===== src/pwc_pkg.sv =====
// constants and helper functions for the periodic wakeup counter
package pwc_pkg;

  // ---------------------------------------------------------------
  // widths
  // ---------------------------------------------------------------
  localparam int unsigned AXI_AW = 8;
  localparam int unsigned AXI_DW = 32;
  localparam int unsigned CNT_W  = 8;
  localparam int unsigned DIV_W  = 18;

  // ---------------------------------------------------------------
  // register map and field layout
  // ---------------------------------------------------------------
  localparam logic [AXI_AW-1:0] OFS_STATUS_CTRL = 8'h00;
  localparam logic [AXI_AW-1:0] OFS_COUNT       = 8'h04;
  localparam logic [AXI_AW-1:0] OFS_LIMIT       = 8'h08;

  localparam int unsigned FLAG_BIT = 7;
  localparam int unsigned SRC_HI   = 6;
  localparam int unsigned SRC_LO   = 5;
  localparam int unsigned IE_BIT   = 4;
  localparam int unsigned PS_HI    = 3;
  localparam int unsigned PS_LO    = 0;

  localparam logic [1:0]       SRC_RESET   = 2'h0;
  localparam logic [3:0]       PS_OFF      = 4'h0;
  localparam logic [CNT_W-1:0] COUNT_RESET = 8'h00;
  localparam logic [CNT_W-1:0] COUNT_ONE   = 8'h01;
  localparam logic [CNT_W-1:0] LIMIT_RESET = 8'h00;
  localparam logic [DIV_W-1:0] DIV_ONE     = 18'h00001;

  localparam logic [1:0] RESP_OKAY   = 2'h0;
  localparam logic [1:0] RESP_SLVERR = 2'h2;

  // ---------------------------------------------------------------
  // helpers
  // ---------------------------------------------------------------
  // divide ratio; zero means the prescaler is off
  function automatic logic [DIV_W-1:0] pwc_div_ratio(
    input logic       hi_range,
    input logic [3:0] code
  );
    logic [DIV_W-1:0] r;
    r = 18'h00000;
    case ({hi_range, code})
      5'h01: r = 18'h00008;
      5'h02: r = 18'h00020;
      5'h03: r = 18'h00040;
      5'h04: r = 18'h00080;
      5'h05: r = 18'h00100;
      5'h06: r = 18'h00200;
      5'h07: r = 18'h00400;
      5'h08: r = 18'h00001;
      5'h09: r = 18'h00002;
      5'h0a: r = 18'h00004;
      5'h0b: r = 18'h0000a;
      5'h0c: r = 18'h00010;
      5'h0d: r = 18'h00064;
      5'h0e: r = 18'h001f4;
      5'h0f: r = 18'h003e8;
      5'h11: r = 18'h00400;
      5'h12: r = 18'h00800;
      5'h13: r = 18'h01000;
      5'h14: r = 18'h02000;
      5'h15: r = 18'h04000;
      5'h16: r = 18'h08000;
      5'h17: r = 18'h10000;
      5'h18: r = 18'h003e8;
      5'h19: r = 18'h007d0;
      5'h1a: r = 18'h01388;
      5'h1b: r = 18'h02710;
      5'h1c: r = 18'h04e20;
      5'h1d: r = 18'h0c350;
      5'h1e: r = 18'h186a0;
      5'h1f: r = 18'h30d40;
      default: r = 18'h00000;
    endcase
    return r;
  endfunction : pwc_div_ratio

  function automatic logic pwc_addr_hit(input logic [AXI_AW-1:0] a);
    return (a == OFS_STATUS_CTRL) || (a == OFS_COUNT) ||
           (a == OFS_LIMIT);
  endfunction : pwc_addr_hit

endpackage : pwc_pkg


===== src/pwc_axil_slave.sv =====
// axi4-lite slave front end for the periodic wakeup counter
`timescale 1ns/100ps
`default_nettype none
module pwc_axil_slave (
  input  wire logic                      aclk,
  input  wire logic                      aresetn,
  input  wire logic [pwc_pkg::AXI_AW-1:0] s_axi_awaddr,
  input  wire logic                      s_axi_awvalid,
  output logic                           s_axi_awready,
  input  wire logic [pwc_pkg::AXI_DW-1:0] s_axi_wdata,
  input  wire logic [3:0]                s_axi_wstrb,
  input  wire logic                      s_axi_wvalid,
  output logic                           s_axi_wready,
  output logic [1:0]                     s_axi_bresp,
  output logic                           s_axi_bvalid,
  input  wire logic                      s_axi_bready,
  input  wire logic [pwc_pkg::AXI_AW-1:0] s_axi_araddr,
  input  wire logic                      s_axi_arvalid,
  output logic                           s_axi_arready,
  output logic [pwc_pkg::AXI_DW-1:0]     s_axi_rdata,
  output logic [1:0]                     s_axi_rresp,
  output logic                           s_axi_rvalid,
  input  wire logic                      s_axi_rready,
  output logic                           wr_en,
  output logic [pwc_pkg::AXI_AW-1:0]     wr_addr,
  output logic [pwc_pkg::AXI_DW-1:0]     wr_data,
  output logic [3:0]                     wr_strb,
  output logic [pwc_pkg::AXI_AW-1:0]     rd_addr,
  input  wire logic [pwc_pkg::AXI_DW-1:0] rd_data
);
  import pwc_pkg::*;

  logic              aw_got_q;
  logic              w_got_q;
  logic              bvalid_q;
  logic [1:0]        bresp_q;
  logic              rvalid_q;
  logic [1:0]        rresp_q;
  logic [AXI_DW-1:0] rdata_q;
  logic              wr_fire;

  // ---------------------------------------------------------------
  // write channel
  // ---------------------------------------------------------------
  // address and data are latched independently, in either order
  assign s_axi_awready = !aw_got_q && !bvalid_q;
  assign s_axi_wready  = !w_got_q && !bvalid_q;
  assign wr_fire       = aw_got_q && w_got_q && !bvalid_q;
  assign wr_en         = wr_fire && pwc_addr_hit(wr_addr);

  always_ff @(posedge aclk) begin
    if (!aresetn) begin
      aw_got_q <= 1'b0;
      wr_addr  <= '0;
    end else if (wr_fire) begin
      aw_got_q <= 1'b0;
    end else if (s_axi_awvalid && s_axi_awready) begin
      aw_got_q <= 1'b1;
      wr_addr  <= s_axi_awaddr;
    end
  end

  always_ff @(posedge aclk) begin
    if (!aresetn) begin
      w_got_q <= 1'b0;
      wr_data <= '0;
      wr_strb <= '0;
    end else if (wr_fire) begin
      w_got_q <= 1'b0;
    end else if (s_axi_wvalid && s_axi_wready) begin
      w_got_q <= 1'b1;
      wr_data <= s_axi_wdata;
      wr_strb <= s_axi_wstrb;
    end
  end

  always_ff @(posedge aclk) begin
    if (!aresetn) begin
      bvalid_q <= 1'b0;
      bresp_q  <= RESP_OKAY;
    end else if (wr_fire) begin
      bvalid_q <= 1'b1;
      bresp_q  <= pwc_addr_hit(wr_addr) ? RESP_OKAY : RESP_SLVERR;
    end else if (s_axi_bready) begin
      bvalid_q <= 1'b0;
    end
  end

  assign s_axi_bvalid = bvalid_q;
  assign s_axi_bresp  = bresp_q;

  // ---------------------------------------------------------------
  // read channel
  // ---------------------------------------------------------------
  assign rd_addr       = s_axi_araddr;
  assign s_axi_arready = !rvalid_q;

  always_ff @(posedge aclk) begin
    if (!aresetn) begin
      rvalid_q <= 1'b0;
      rresp_q  <= RESP_OKAY;
      rdata_q  <= '0;
    end else if (s_axi_arvalid && s_axi_arready) begin
      rvalid_q <= 1'b1;
      rresp_q  <= pwc_addr_hit(s_axi_araddr) ? RESP_OKAY : RESP_SLVERR;
      rdata_q  <= pwc_addr_hit(s_axi_araddr) ? rd_data : '0;
    end else if (s_axi_rready) begin
      rvalid_q <= 1'b0;
    end
  end

  assign s_axi_rvalid = rvalid_q;
  assign s_axi_rresp  = rresp_q;
  assign s_axi_rdata  = rdata_q;

endmodule : pwc_axil_slave
`default_nettype wire


===== src/pwc_prescaler.sv =====
// source synchronisers, source select and programmable prescaler
`timescale 1ns/100ps
`default_nettype none
module pwc_prescaler #(
  parameter int unsigned DIV_W = pwc_pkg::DIV_W
) (
  input  wire logic       aclk,
  input  wire logic       aresetn,
  input  wire logic       lowpower_1khz_osc,
  input  wire logic       external_ref_clock,
  input  wire logic       internal_ref_clock,
  input  wire logic [1:0] source_select,
  input  wire logic [3:0] divider_select,
  input  wire logic       deep_stop,
  input  wire logic       freeze,
  input  wire logic       clear,
  output logic            tick
);
  import pwc_pkg::*;

  logic [2:0]       sync1_q;
  logic [2:0]       sync2_q;
  logic [2:0]       seen_q;
  logic [2:0]       rise;
  logic             src_edge;
  logic [DIV_W-1:0] div;
  logic [DIV_W-1:0] cnt_q;
  logic             at_end;

  // ---------------------------------------------------------------
  // synchronise and edge-detect the three sources
  // ---------------------------------------------------------------
  // sources are far slower than aclk, so sampling is lossless
  always_ff @(posedge aclk) begin
    if (!aresetn) begin
      sync1_q <= 3'h0;
      sync2_q <= 3'h0;
      seen_q  <= 3'h0;
    end else begin
      sync1_q <= {internal_ref_clock, external_ref_clock,
                  lowpower_1khz_osc};
      sync2_q <= sync1_q;
      seen_q  <= sync2_q;
    end
  end

  assign rise = sync2_q & ~seen_q;

  // reference sources are unavailable in the deepest stop level
  always_comb begin
    src_edge = 1'b0;
    if (source_select[1]) begin
      src_edge = rise[2] && !deep_stop;
    end else if (source_select[0]) begin
      src_edge = rise[1] && !deep_stop;
    end else begin
      src_edge = rise[0];
    end
  end

  // ---------------------------------------------------------------
  // divider chain
  // ---------------------------------------------------------------
  assign div    = pwc_div_ratio(source_select[0], divider_select);
  assign at_end = (cnt_q == DIV_W'(div - DIV_ONE));
  assign tick   = src_edge && at_end && (divider_select != PS_OFF) &&
                  !freeze && !clear;

  always_ff @(posedge aclk) begin
    if (!aresetn || clear) begin
      cnt_q <= '0;
    end else if (src_edge && !freeze &&
                 divider_select != PS_OFF) begin
      cnt_q <= at_end ? '0 : DIV_W'(cnt_q + DIV_ONE);
    end
  end

endmodule : pwc_prescaler
`default_nettype wire


===== src/pwc_periodic_wakeup.sv =====
// periodic wakeup counter: registers, match counter and checks
//
// Implementation choices: the AXI4-Lite interface to the registers and the placing of the registers.
`timescale 1ns/100ps
`default_nettype none
// Notes on behaviour
// - eight-bit up-counter compared against programmable limit
// - source select picks low-power, external or internal
// - changing source select clears prescaler and count
// - changing divider select clears prescaler and count
// - low-range divide ratios, code zero is off
// - high-range divide ratios, code zero is off
// - match sets flag; writing one clears it
// - reset clears flag, source, enable, divider select
// - request raised while flag and enable both set
// - count read-only; cleared by reset, limit writes and selection changes
// - counter keeps running in wait mode
// - counter keeps running in both stop levels
// - reference sources unavailable in deepest stop
// - debug halt freezes counting, resumes from value
// - at limit count wraps to zero, flag set
// - zero limit sets flag every prescaler tick
// - limit write clears prescaler and count; resets zero
module pwc_periodic_wakeup (
  input  wire logic                      aclk,
  input  wire logic                      aresetn,
  input  wire logic [pwc_pkg::AXI_AW-1:0] s_axi_awaddr,
  input  wire logic                      s_axi_awvalid,
  output logic                           s_axi_awready,
  input  wire logic [pwc_pkg::AXI_DW-1:0] s_axi_wdata,
  input  wire logic [3:0]                s_axi_wstrb,
  input  wire logic                      s_axi_wvalid,
  output logic                           s_axi_wready,
  output logic [1:0]                     s_axi_bresp,
  output logic                           s_axi_bvalid,
  input  wire logic                      s_axi_bready,
  input  wire logic [pwc_pkg::AXI_AW-1:0] s_axi_araddr,
  input  wire logic                      s_axi_arvalid,
  output logic                           s_axi_arready,
  output logic [pwc_pkg::AXI_DW-1:0]     s_axi_rdata,
  output logic [1:0]                     s_axi_rresp,
  output logic                           s_axi_rvalid,
  input  wire logic                      s_axi_rready,
  input  wire logic                      lowpower_1khz_osc,
  input  wire logic                      external_ref_clock,
  input  wire logic                      internal_ref_clock,
  input  wire logic                      deep_stop,
  input  wire logic                      debug_halt,
  output logic                           match_irq
);
  import pwc_pkg::*;

  // ---------------------------------------------------------------
  // state and wiring
  // ---------------------------------------------------------------
  logic              match_irq_flag_q;
  logic [1:0]        source_select_q;
  logic              match_irq_enable_q;
  logic [3:0]        divider_select_q;
  logic [CNT_W-1:0]  count_q;
  logic [CNT_W-1:0]  limit_q;

  logic              wr_en;
  logic [AXI_AW-1:0] wr_addr;
  logic [AXI_DW-1:0] wr_data;
  logic [3:0]        wr_strb;
  logic [AXI_AW-1:0] rd_addr;
  logic [AXI_DW-1:0] rd_data;

  logic              wr_ctrl;
  logic              wr_limit;
  logic              sel_change;
  logic              presc_clear;
  logic              tick;
  logic              count_wrap;

  // ---------------------------------------------------------------
  // bus slave and prescaler
  // ---------------------------------------------------------------
  pwc_axil_slave u_bus (
    .aclk          (aclk),
    .aresetn       (aresetn),
    .s_axi_awaddr  (s_axi_awaddr),
    .s_axi_awvalid (s_axi_awvalid),
    .s_axi_awready (s_axi_awready),
    .s_axi_wdata   (s_axi_wdata),
    .s_axi_wstrb   (s_axi_wstrb),
    .s_axi_wvalid  (s_axi_wvalid),
    .s_axi_wready  (s_axi_wready),
    .s_axi_bresp   (s_axi_bresp),
    .s_axi_bvalid  (s_axi_bvalid),
    .s_axi_bready  (s_axi_bready),
    .s_axi_araddr  (s_axi_araddr),
    .s_axi_arvalid (s_axi_arvalid),
    .s_axi_arready (s_axi_arready),
    .s_axi_rdata   (s_axi_rdata),
    .s_axi_rresp   (s_axi_rresp),
    .s_axi_rvalid  (s_axi_rvalid),
    .s_axi_rready  (s_axi_rready),
    .wr_en         (wr_en),
    .wr_addr       (wr_addr),
    .wr_data       (wr_data),
    .wr_strb       (wr_strb),
    .rd_addr       (rd_addr),
    .rd_data       (rd_data)
  );

  pwc_prescaler #(
    .DIV_W (DIV_W)
  ) u_presc (
    .aclk               (aclk),
    .aresetn            (aresetn),
    .lowpower_1khz_osc  (lowpower_1khz_osc),
    .external_ref_clock (external_ref_clock),
    .internal_ref_clock (internal_ref_clock),
    .source_select      (source_select_q),
    .divider_select     (divider_select_q),
    .deep_stop          (deep_stop),
    .freeze             (debug_halt),
    .clear              (presc_clear),
    .tick               (tick)
  );

  // ---------------------------------------------------------------
  // write decode
  // ---------------------------------------------------------------
  // only byte lane 0 carries register bits
  assign wr_ctrl  = wr_en && wr_addr == OFS_STATUS_CTRL && wr_strb[0];
  assign wr_limit = wr_en && wr_addr == OFS_LIMIT && wr_strb[0];

  // rewriting the same selection must not restart the period
  assign sel_change = wr_ctrl &&
    (wr_data[SRC_HI:SRC_LO] != source_select_q ||
     wr_data[PS_HI:PS_LO] != divider_select_q);
  assign presc_clear = sel_change || wr_limit;

  assign count_wrap = tick && count_q == limit_q;

  // ---------------------------------------------------------------
  // control fields
  // ---------------------------------------------------------------
  always_ff @(posedge aclk) begin
    if (!aresetn) begin
      source_select_q    <= SRC_RESET;
      match_irq_enable_q <= 1'b0;
      divider_select_q   <= PS_OFF;
    end else if (wr_ctrl) begin
      source_select_q    <= wr_data[SRC_HI:SRC_LO];
      match_irq_enable_q <= wr_data[IE_BIT];
      divider_select_q   <= wr_data[PS_HI:PS_LO];
    end
  end

  // a match in the clearing cycle keeps the flag set
  always_ff @(posedge aclk) begin
    if (!aresetn) begin
      match_irq_flag_q <= 1'b0;
    end else if (count_wrap) begin
      match_irq_flag_q <= 1'b1;
    end else if (wr_ctrl && wr_data[FLAG_BIT]) begin
      match_irq_flag_q <= 1'b0;
    end
  end

  always_ff @(posedge aclk) begin
    if (!aresetn) begin
      limit_q <= LIMIT_RESET;
    end else if (wr_limit) begin
      limit_q <= wr_data[CNT_W-1:0];
    end
  end

  // ---------------------------------------------------------------
  // match counter
  // ---------------------------------------------------------------
  // besides debug_halt, only deep_stop gates counting, for reference sources; wait and stop run on
  always_ff @(posedge aclk) begin
    if (!aresetn || presc_clear) begin
      count_q <= COUNT_RESET;
    end else if (count_wrap) begin
      count_q <= COUNT_RESET;
    end else if (tick) begin
      count_q <= CNT_W'(count_q + COUNT_ONE);
    end
  end

  // request doubles as the wake-up from wait and stop
  assign match_irq = match_irq_flag_q && match_irq_enable_q;

  // ---------------------------------------------------------------
  // read mux
  // ---------------------------------------------------------------
  // count has no write path at all, so writes to it are dropped
  always_comb begin
    rd_data = '0;
    case (rd_addr)
      OFS_STATUS_CTRL: begin
        rd_data[FLAG_BIT]      = match_irq_flag_q;
        rd_data[SRC_HI:SRC_LO] = source_select_q;
        rd_data[IE_BIT]        = match_irq_enable_q;
        rd_data[PS_HI:PS_LO]   = divider_select_q;
      end
      OFS_COUNT: rd_data[CNT_W-1:0] = count_q;
      OFS_LIMIT: rd_data[CNT_W-1:0] = limit_q;
      default:   rd_data = '0;
    endcase
  end
endmodule : pwc_periodic_wakeup
`default_nettype wire


===== config.mk =====
export PLATFORM = sky130hd
export DESIGN_NAME = pwc_periodic_wakeup
export DESIGN_NICKNAME = d
export VERILOG_FILES = /design/src/pwc_pkg.sv /design/src/pwc_axil_slave.sv /design/src/pwc_prescaler.sv /design/src/pwc_periodic_wakeup.sv
export SDC_FILE = /design/constraint.sdc
export NUM_CORES = 1
export LEC_CHECK = 0
export ABC_AREA = 0
export BUFFER_PORTS_ARGS = -buffer_cell sky130_fd_sc_hd__buf_2
export CAP_MARGIN = 10
export CORE_ASPECT_RATIO = 0.5
export CORE_MARGIN = 2
export CORE_UTILIZATION = 55
export DETAILED_ROUTE_END_ITERATION = 10
export GPL_TIMING_DRIVEN = 1
export PLACE_DENSITY = 0.8
export SETUP_SLACK_MARGIN = 0.2
export SLEW_MARGIN = 5
export SYNTH_ARGS = -nofsm -noshare
export SYNTH_HDL_FRONTEND = slang
export SYNTH_SLANG_ARGS = --single-unit

===== constraint.sdc =====
create_clock -name aclk -period 3.5 [get_ports aclk]
set_input_delay 0.35 -clock aclk [delete_from_list [all_inputs] [get_ports aclk]]
set_output_delay 0.35 -clock aclk [all_outputs]
set_load 0.01 [all_outputs]

# --- Word-level counts from Yosys, hierarchy flattened ---
# Memories as Yosys holds them, arrays and structs flattened. A register that Yosys moved wholly into a read port is not among the register bits.
# Cells that the tools add are included.
# Widths: inputs -> output; s select.
classes:
  addsub: 3
  n_eq_ne: 8
  muxes: 15
  bitwise: 4
  n_reduce_logical: 49
op_table:
  columns: ["operator", "n"]
  rows:
  - ["$logic_and 1x1->1", 24]
  - ["$pmux 8 s3", 1]
  - ["$add 18x1->18 const B", 1]
  - ["$eq 18x18->1", 1]
  - ["$mux 18", 1]
  - ["$sub 18x1->18 const B", 1]
  - ["$eq 8x3->1 const B", 2]
  - ["$eq 8x4->1 const B", 2]
  - ["$logic_not 8->1", 2]
  - ["$mux 5", 2]
  - ["$add 8x1->8 const B", 1]
  - ["$eq 8x8->1", 1]
  - ["$logic_not 1->1", 8]
  - ["$mux 1", 8]
  - ["$mux 8", 1]
  - ["$logic_or 1x1->1", 7]
  - ["$reduce_bool 2->1", 3]
  - ["$mux 2", 2]
  - ["$ne 4x4->1", 1]
  - ["$reduce_and 2->1", 2]
  - ["$reduce_bool 4->1", 1]
  - ["$reduce_or 2->1", 2]
  - ["$and 3x3->3", 1]
  - ["$not 3->3", 1]
  - ["2 further kinds", 3]
word_totals:
  register_bits: 108
  romBits: 576
  inputBits: 64
  out_inout_bits: 42
  elab_cells: 100
  memories: 1
memory_table:
  columns: ["name", "depth", "width", "read_ports", "rd_clocked_by_memory_dff", "wr", "line", "source"]
  rows:
  - ["(name not given)", 32, 18, 1, 1, 0, "pwc_pkg.sv:46", "case ({hi_range, code})"]

# --- Logic depth before layout (Yosys ltp) ---
logic_depth:
  depth_word: 12
  ltp_mapped: 12
  mapped_depth_nobuf: 10

# --- Modules after synthesis ---
# From an unflattened synthesis, not the netlist that was laid out.
hier_totals:
  cells_unflattened: 823
  hier_area_um2: 7115.6
modules_own_cells:
  columns: ["module", "instances", "cells_per_inst", "area_each_um2"]
  rows:
  - ["pwc_axil_slave", 1, 371, 3229.3]
  - ["pwc_prescaler", 1, 295, 2479.9]
  - ["pwc_periodic_wakeup", 1, 157, 1406.3]

# --- Worst setup path after synthesis ---
# OpenSTA, ideal clock, no wires.
synth_path:
  kind: "register to register"
  start: "reg u_bus.bvalid_q, in the netlist u_bus.s_axi_bvalid"
  end: "reg, netlist name u_presc.div[6]"
  arrival_ns: 2.589
  setup_slack_ns: 0.794
  stages_incl_launch_ff: 13
  n_path_buf: 3
  period_less_slack_ns: 2.706
  cell_sequence: "dfxtp_1 and3b_1 clkbuf_1 nand4_1 clkbuf_1 o21a_1 o21ai_0 clkbuf_1 inv_1 ha_1 nand2_1 o22ai_1 a22o_1"
synth_between:
  elab_chain_cells: 7
synth_rtl:
  columns: ["item", "line", "source"]
  rows:
  - ["start, declared", "pwc_axil_slave.sv:35", "logic bvalid_q;"]
  - ["start signal, assigned", "pwc_axil_slave.sv:79", "bvalid_q <= 1'b0;"]
  - ["start signal, assigned", "pwc_axil_slave.sv:82", "bvalid_q <= 1'b1;"]
  - ["start signal, assigned", "pwc_axil_slave.sv:85", "bvalid_q <= 1'b0;"]
  - ["$logic_not 1->1", "pwc_axil_slave.sv:48", "assign wr_fire = aw_got_q && w_got_q && !bvalid_q;"]
  - ["$logic_and 1x1->1", "pwc_axil_slave.sv:48", null]
  - ["$logic_and 1x1->1", "pwc_axil_slave.sv:49", "assign wr_en = wr_fire && pwc_addr_hit(wr_addr);"]
  - ["$logic_and 1x1->1 (2 in a row)", "pwc_periodic_wakeup.sv:128", "assign wr_ctrl = wr_en && wr_addr == OFS_STATUS_CTRL && wr_strb[0];"]
  - ["$mux 5 (no line) (2 in a row)", null, null]
# No other way between the ends.
# A chain may end at the register's enable or synchronous reset.

# --- Final worst setup path ---
layout_path:
  start: "reg, netlist name u_presc.div[0]"
  end: "reg match_irq_flag_q"
layout_between:
  elab_chain_cells: 8
  elab_cells_between_ends: 9
layout_rtl:
  columns: ["item", "line", "source"]
  rows:
  - ["$sub 18x1->18 *", "pwc_prescaler.sv:65", "assign at_end = (cnt_q == DIV_W'(div - DIV_ONE));"]
  - ["$eq 18x18->1 *", "pwc_prescaler.sv:65", null]
  - ["$logic_and 1x1->1 * (3 in a row)", "pwc_prescaler.sv:66", "assign tick = src_edge && at_end && (divider_select != PS_OFF) &&"]
  - ["$logic_and 1x1->1 *", "pwc_prescaler.sv:67", "!freeze && !clear;"]
  - ["$logic_and 1x1->1 *", "pwc_periodic_wakeup.sv:137", "assign count_wrap = tick && count_q == limit_q;"]
  - ["$mux 1 / $reduce_bool 2->1 (equally long branches)", null, null]
  - ["end signal, assigned", "pwc_periodic_wakeup.sv:157", "match_irq_flag_q <= 1'b0;"]
  - ["end signal, assigned", "pwc_periodic_wakeup.sv:159", "match_irq_flag_q <= 1'b1;"]
  - ["end signal, assigned", "pwc_periodic_wakeup.sv:161", "match_irq_flag_q <= 1'b0;"]
  - ["end, declared", "pwc_periodic_wakeup.sv:56", "logic match_irq_flag_q;"]
# Mark *: on every way between the ends. The rest lies on a longest branch, timed or not.

==> impl_metrics.py <==
metrics = {
    "synth": {
        "synth-simple-area-share_pct": 25.8,
        "yosys.area_share.adder_pct": 1.91,
        "ys.flop_type": "sky130_fd_sc_hd__dfxtp_1",
        "synth.top_cells.by_area": "sky130_fd_sc_hd__dfxtp_1, sky130_fd_sc_hd__nand2_1, sky130_fd_sc_hd__xnor2_1",
        "yosysTopAreaCellShare_pct": 38.1,
        "flops_latches_synth": 100,
        "seq_area_frac_synth_pct": 38.1,
        "synthesis.area_per_instance_um2": 8.11,
        "share_of_the_synthesized_area_in_compound_gates_ao_oa_aoi_oai_pct": 13.0,
        "mux_share_of_post_synthesis_cell_area_pct": 5.19,
        "gate_count_after_technology_mapping": 648,
        "ys_async_sr_fraction_pct": 0,
        "synth_edf_count": 0,
        "synth.cell_area_um2": 5250,
        "ys.warnings.count": 0,
        "synth_top_family_by_area": "simple AND/OR/NAND/NOR gates",
        "yosysUniqueCellTypes": 58,
        "netlist.top_cell.by_area": "sky130_fd_sc_hd__dfxtp_1",
        "yosys.area_share.xor_xnor_pct": 8.67,
    },
    "clock_tree": {
        "tritoncts": "done",
        "numCtsBuffers": 9,
        "clk_transition_reported_paths_ns": 0.08,
        "post-cts-setup-buffer-count": 0,
        "clk-insertion-delay-late_ns": 0.35,
        "cts.path.max_buffers": 2,
        "cts_root_buffer": "sky130_fd_sc_hd__clkbuf_16",
        "clock-sinks": 100,
        "cts_htree_levels": 3,
    },
    "hold_path": {
        "hold_path_startpoint": "s_axi_rready",
        "min_to": "u_bus.s_axi_rvalid",
        "timing.hold.worst.class": "in -> reg",
        "worst_hold_path.num_cells": 2,
    },
    "power": {
        "vdd_ir_drop_max_mv": 0.270,
        "overall_power_of_the_completed_layout_w": 0.00238,
        "p_seq_share_pct": 49.6,
        "power_share_of_the_clock_group_pct": 44.7,
        "share_comb_of_total_power_pct": 5.7,
        "total_leakage_power_nw": 2.49,
        "switching_portion_of_total_power_pct": 24.7,
        "power-per-cell-area_nw_per_um2": 406,
        "power_report.internal_total_w": 0.00179,
        "power.net_switching_w": 0.000587,
    },
    "global_route": {
        "via_count_of_the_first_global_routing_pass": 3873,
        "gr-total-overflow": 0,
        "grt_max_degree": 38,
        "grt_usage_pct": 22.2,
        "gr-usage-met1_pct": 30.1,
        "globalRouteMet3Util_pct": 5.38,
        "grt_most_used_layer": "met2",
        "global_route.usage.met2_pct": 36.0,
        "antenna_violations_before_repair": 0,
        "grt_pass1_wl_um": 18400,
    },
    "timing": {
        "report.final.slew_viol_count": 0,
        "finalSetupTns_ns": 0,
        "grt_setup_unrepaired": "false",
        "max_freq_ghz": 0.333,
        "min_period_over_period_pct": 85.8,
        "fin_skew_ns": 0.0105,
        "slew_headroom_pct": 31.9,
        "tightestPinTransition_ns": 1.01,
        "setup-violations-final": 0,
        "timing.final.hold_violations": 0,
        "timing.final.crit_period_ns": 3.00,
    },
    "worst_setup_path": {
        "arrival_time_at_the_worst_endpoint_ns": 3.29,
        "cp.buffers_inverters": 1,
        "critPathLaunchType": "flip-flop",
        "path_common_cell": "sky130_fd_sc_hd__or4_1",
        "reg2regPathDepth": 9,
        "worst_r2r_startpoint": "u_presc.div[0]",
        "crit_family": "simple AND/OR/NAND/NOR gates",
        "regToRegSetupSlack_ns": 0.50,
        "r2r-end": "match_irq_flag_q",
        "crit_path_cell_trace": "inv_1 -> ha_1 -> nor3b_1 -> nand2_1 -> a2111oi_0 -> o2111ai_1 -> or4_1 -> or4_1 -> a21oi_1",
        "max_stage_delay_ns": 0.57,
        "critical_path_peak_fanout": 5,
        "worstPathRequired_ns": 3.79,
        "critical_path.endpoint_type": "flip-flop",
        "cell_with_the_largest_stage_delay_on_the_worst_path": "sky130_fd_sc_hd__or4_1",
        "worst-setup-path-type": "reg -> reg",
    },
    "finish": {
        "n_fill_cell": 811,
        "drive_above_1_share_pct": 12.8,
        "finalNonFillerCells": 815,
        "fin_nets": 761,
        "n_antenna_cell": 0,
        "post-route-util_pct": 62.6,
        "synthToLayoutAreaGrowth_pct": 11.4,
    },
    "placed_design": {
        "place.detailed.hpwl_um": 8070,
        "port_buffers": 52,
        "globalplace.congestion": 0.958,
        "dp_cells": 799,
    },
    "routing": {
        "drt-wirelength-per-cell_um": 13.7,
        "ant_nets": 0,
        "dr.pass1.iters": 5,
        "route.detailed.vias_per_inst": 5.54,
        "postRouteWirelength_um": 11200,
        "initialDrtViolationCount": 329,
        "via_count": 4515,
        "number_of_drc_violations_after_detailed_routing": 0,
    },
    "floorplanning": {
        "rows": 25,
        "floorplan.die.width_um": 142,
        "dieHeight_um": 73.1,
        "die_area_um2": 10400,
        "floorplan.io_pins": 106,
        "initial_utilization_pct": 56.2,
        "core-area_um2": 9350,
    },
    "job": {
        "cap_violations": 0,
    },
    "run_status": {
        "status": "completed",
    },
}
==> per-stage QoR <==
| step | setup WS [ns] | hold WS (ns) | area [um^2] |
|---|---|---|---|
| floorplan | 0.794 | 0.412 | 5350 |
| global placement | 0.362 | 0.413 | 5520 |
| detailed placement | 0.316 | 0.427 | 5520 |
| CTS | 0.302 | 0.172 | 5850 |
| global route | 0.283 | 0.178 | 5850 |
| finish | 0.497 | 0.172 | 5850 |
==> worst max path at each step <==
stage                            start                to  slack (ns)  cells past startpoint
finish                  u_presc.div[0]  match_irq_flag_q        0.50                      9
global route            u_presc.div[0]  u_presc.cnt_q[7]        0.28                     10
CTS                     u_presc.div[3]  match_irq_flag_q        0.30                      7
detailed placement      u_presc.div[3]  match_irq_flag_q        0.32                      7
global placement        u_presc.div[3]  match_irq_flag_q        0.36                      7
floorplan           u_bus.s_axi_bvalid    u_presc.div[6]        0.79                     12
==> what timing repair did <==
action | CTS | global route
gates resized for setup | 0 | 1
hold endpoints to repair | 0 | 0
hold buffers | 0 | 0
endpoints found under the setup margin | 0 | 20
==> registers in the layout (all words and copies together), names as in the netlist, 2 cells and up <==
| signal | count |
|---|---|
| divider_select_q | 4 |
| u_bus.wr_data | 8 |
| u_presc.seen_q | 3 |
| u_bus.s_axi_rdata | 8 |
| u_presc.sync2_q | 3 |
| u_bus.wr_addr | 8 |
| u_presc.cnt_q | 18 |
| limit_q | 8 |
| u_presc.sync1_q | 3 |
| u_presc.div | 18 |
| source_select_q | 2 |
| count_q | 8 |
==> power by group through the flow <==
stage	sequential [W]	clock (W)	combinational (W)
floorplan	0.00120	0	0.000117
global placement	0.00121	0	0.000132
detailed placement	0.00121	0	0.000135
CTS	0.00118	0.00108	0.000137
global route	0.00118	0.00113	0.000155
finish	0.00118	0.00106	0.000137
==> cell usage in the layout, fill, tap and decap left out, types with 2 or more instances in the layout <==
cell type / count
sky130_fd_sc_hd__a211oi_1: 3
sky130_fd_sc_hd__conb_1: 26
sky130_fd_sc_hd__inv_8: 2
sky130_fd_sc_hd__dfxtp_1: 100
sky130_fd_sc_hd__nor3b_1: 6
sky130_fd_sc_hd__and2_1: 16
sky130_fd_sc_hd__ha_1: 8
sky130_fd_sc_hd__o31ai_1: 7
sky130_fd_sc_hd__nand2_1: 94
sky130_fd_sc_hd__nand3_1: 14
sky130_fd_sc_hd__nand3b_1: 3
sky130_fd_sc_hd__o22ai_1: 7
sky130_fd_sc_hd__nor2b_1: 4
sky130_fd_sc_hd__inv_1: 17
sky130_fd_sc_hd__a21oi_1: 38
sky130_fd_sc_hd__nor4_1: 12
sky130_fd_sc_hd__xor2_1: 18
sky130_fd_sc_hd__o22a_1: 2
sky130_fd_sc_hd__clkinv_8: 2
sky130_fd_sc_hd__or2_2: 3
sky130_fd_sc_hd__xnor2_1: 34
sky130_fd_sc_hd__and4_1: 2
sky130_fd_sc_hd__or4_1: 5
sky130_fd_sc_hd__clkbuf_16: 9
sky130_fd_sc_hd__nand4b_1: 2
sky130_fd_sc_hd__and3_1: 8
sky130_fd_sc_hd__buf_4: 10
sky130_fd_sc_hd__a21boi_0: 2
sky130_fd_sc_hd__nor3_1: 8
sky130_fd_sc_hd__nand4_1: 15
sky130_fd_sc_hd__o21ai_0: 20
sky130_fd_sc_hd__a22oi_1: 9
sky130_fd_sc_hd__buf_2: 52
sky130_fd_sc_hd__nand2b_1: 10
sky130_fd_sc_hd__inv_6: 2
sky130_fd_sc_hd__mux2i_1: 25
sky130_fd_sc_hd__o21a_1: 4
sky130_fd_sc_hd__nor2_1: 71
==> worst register-to-register path: cells and delay by family, from the launching register on <==
kind	cells	cell delay [ns]
buf+inv	1	0.07
flops	1	0.36
simple gates	4	1.61
fa+ha+maj	1	0.22
compound gates	3	0.69
==> metal layers <==
metal	vias to the layer above	share of wire [%]	wire length, um
li1	2254	-	-
met1	2082	47	5310
met2	167	45	5060
met3	12	6.3	708
met4	0	1.0	115
met5	-	0	0
==> kinds of logic (layout without fill, tap and decap cells) <==
family	after synthesis	after routing
compound gates	107	107
xor+xnor	52	52
fa+ha+maj	8	8
buf+inv	74	95
flops	100	100
mux	27	27
other cells	1	26
simple gates	279	279
==> cells in the mapped netlist, drive strengths merged (3+ instances only) <==
| master | number |
|---|---|
| dfxtp | 100 |
| nand2 | 95 |
| nor2 | 71 |
| a21oi | 38 |
| xnor2 | 34 |
| buf | 32 |
| clkbuf | 25 |
| mux2i | 25 |
| o21ai | 21 |
| xor2 | 18 |
| inv | 17 |
| and2 | 16 |
| nand4 | 15 |
| nand3 | 14 |
| nor4 | 14 |
| nand2b | 10 |
| a22oi | 9 |
| nor3 | 9 |
| and3 | 8 |
| ha | 8 |
| o22ai | 7 |
| o31ai | 7 |
| nor3b | 6 |
| or4 | 5 |
| nor2b | 4 |
| o21a | 4 |
| a211oi | 3 |
| nand3b | 3 |
| or2 | 3 |
==> cell type report <==
type	count	area, um^2	area share (%)
clock buffers	9	225	3.85
clock inverters	7	103	1.75
inverters	17	63.8	1.09
multi-input cells	499	2970	50.8
flip-flops and latches	100	2000	34.2
well taps	121	151	2.59
repair buffers	62	335	5.73
Note: power is estimated with default switching activity, not from simulation.
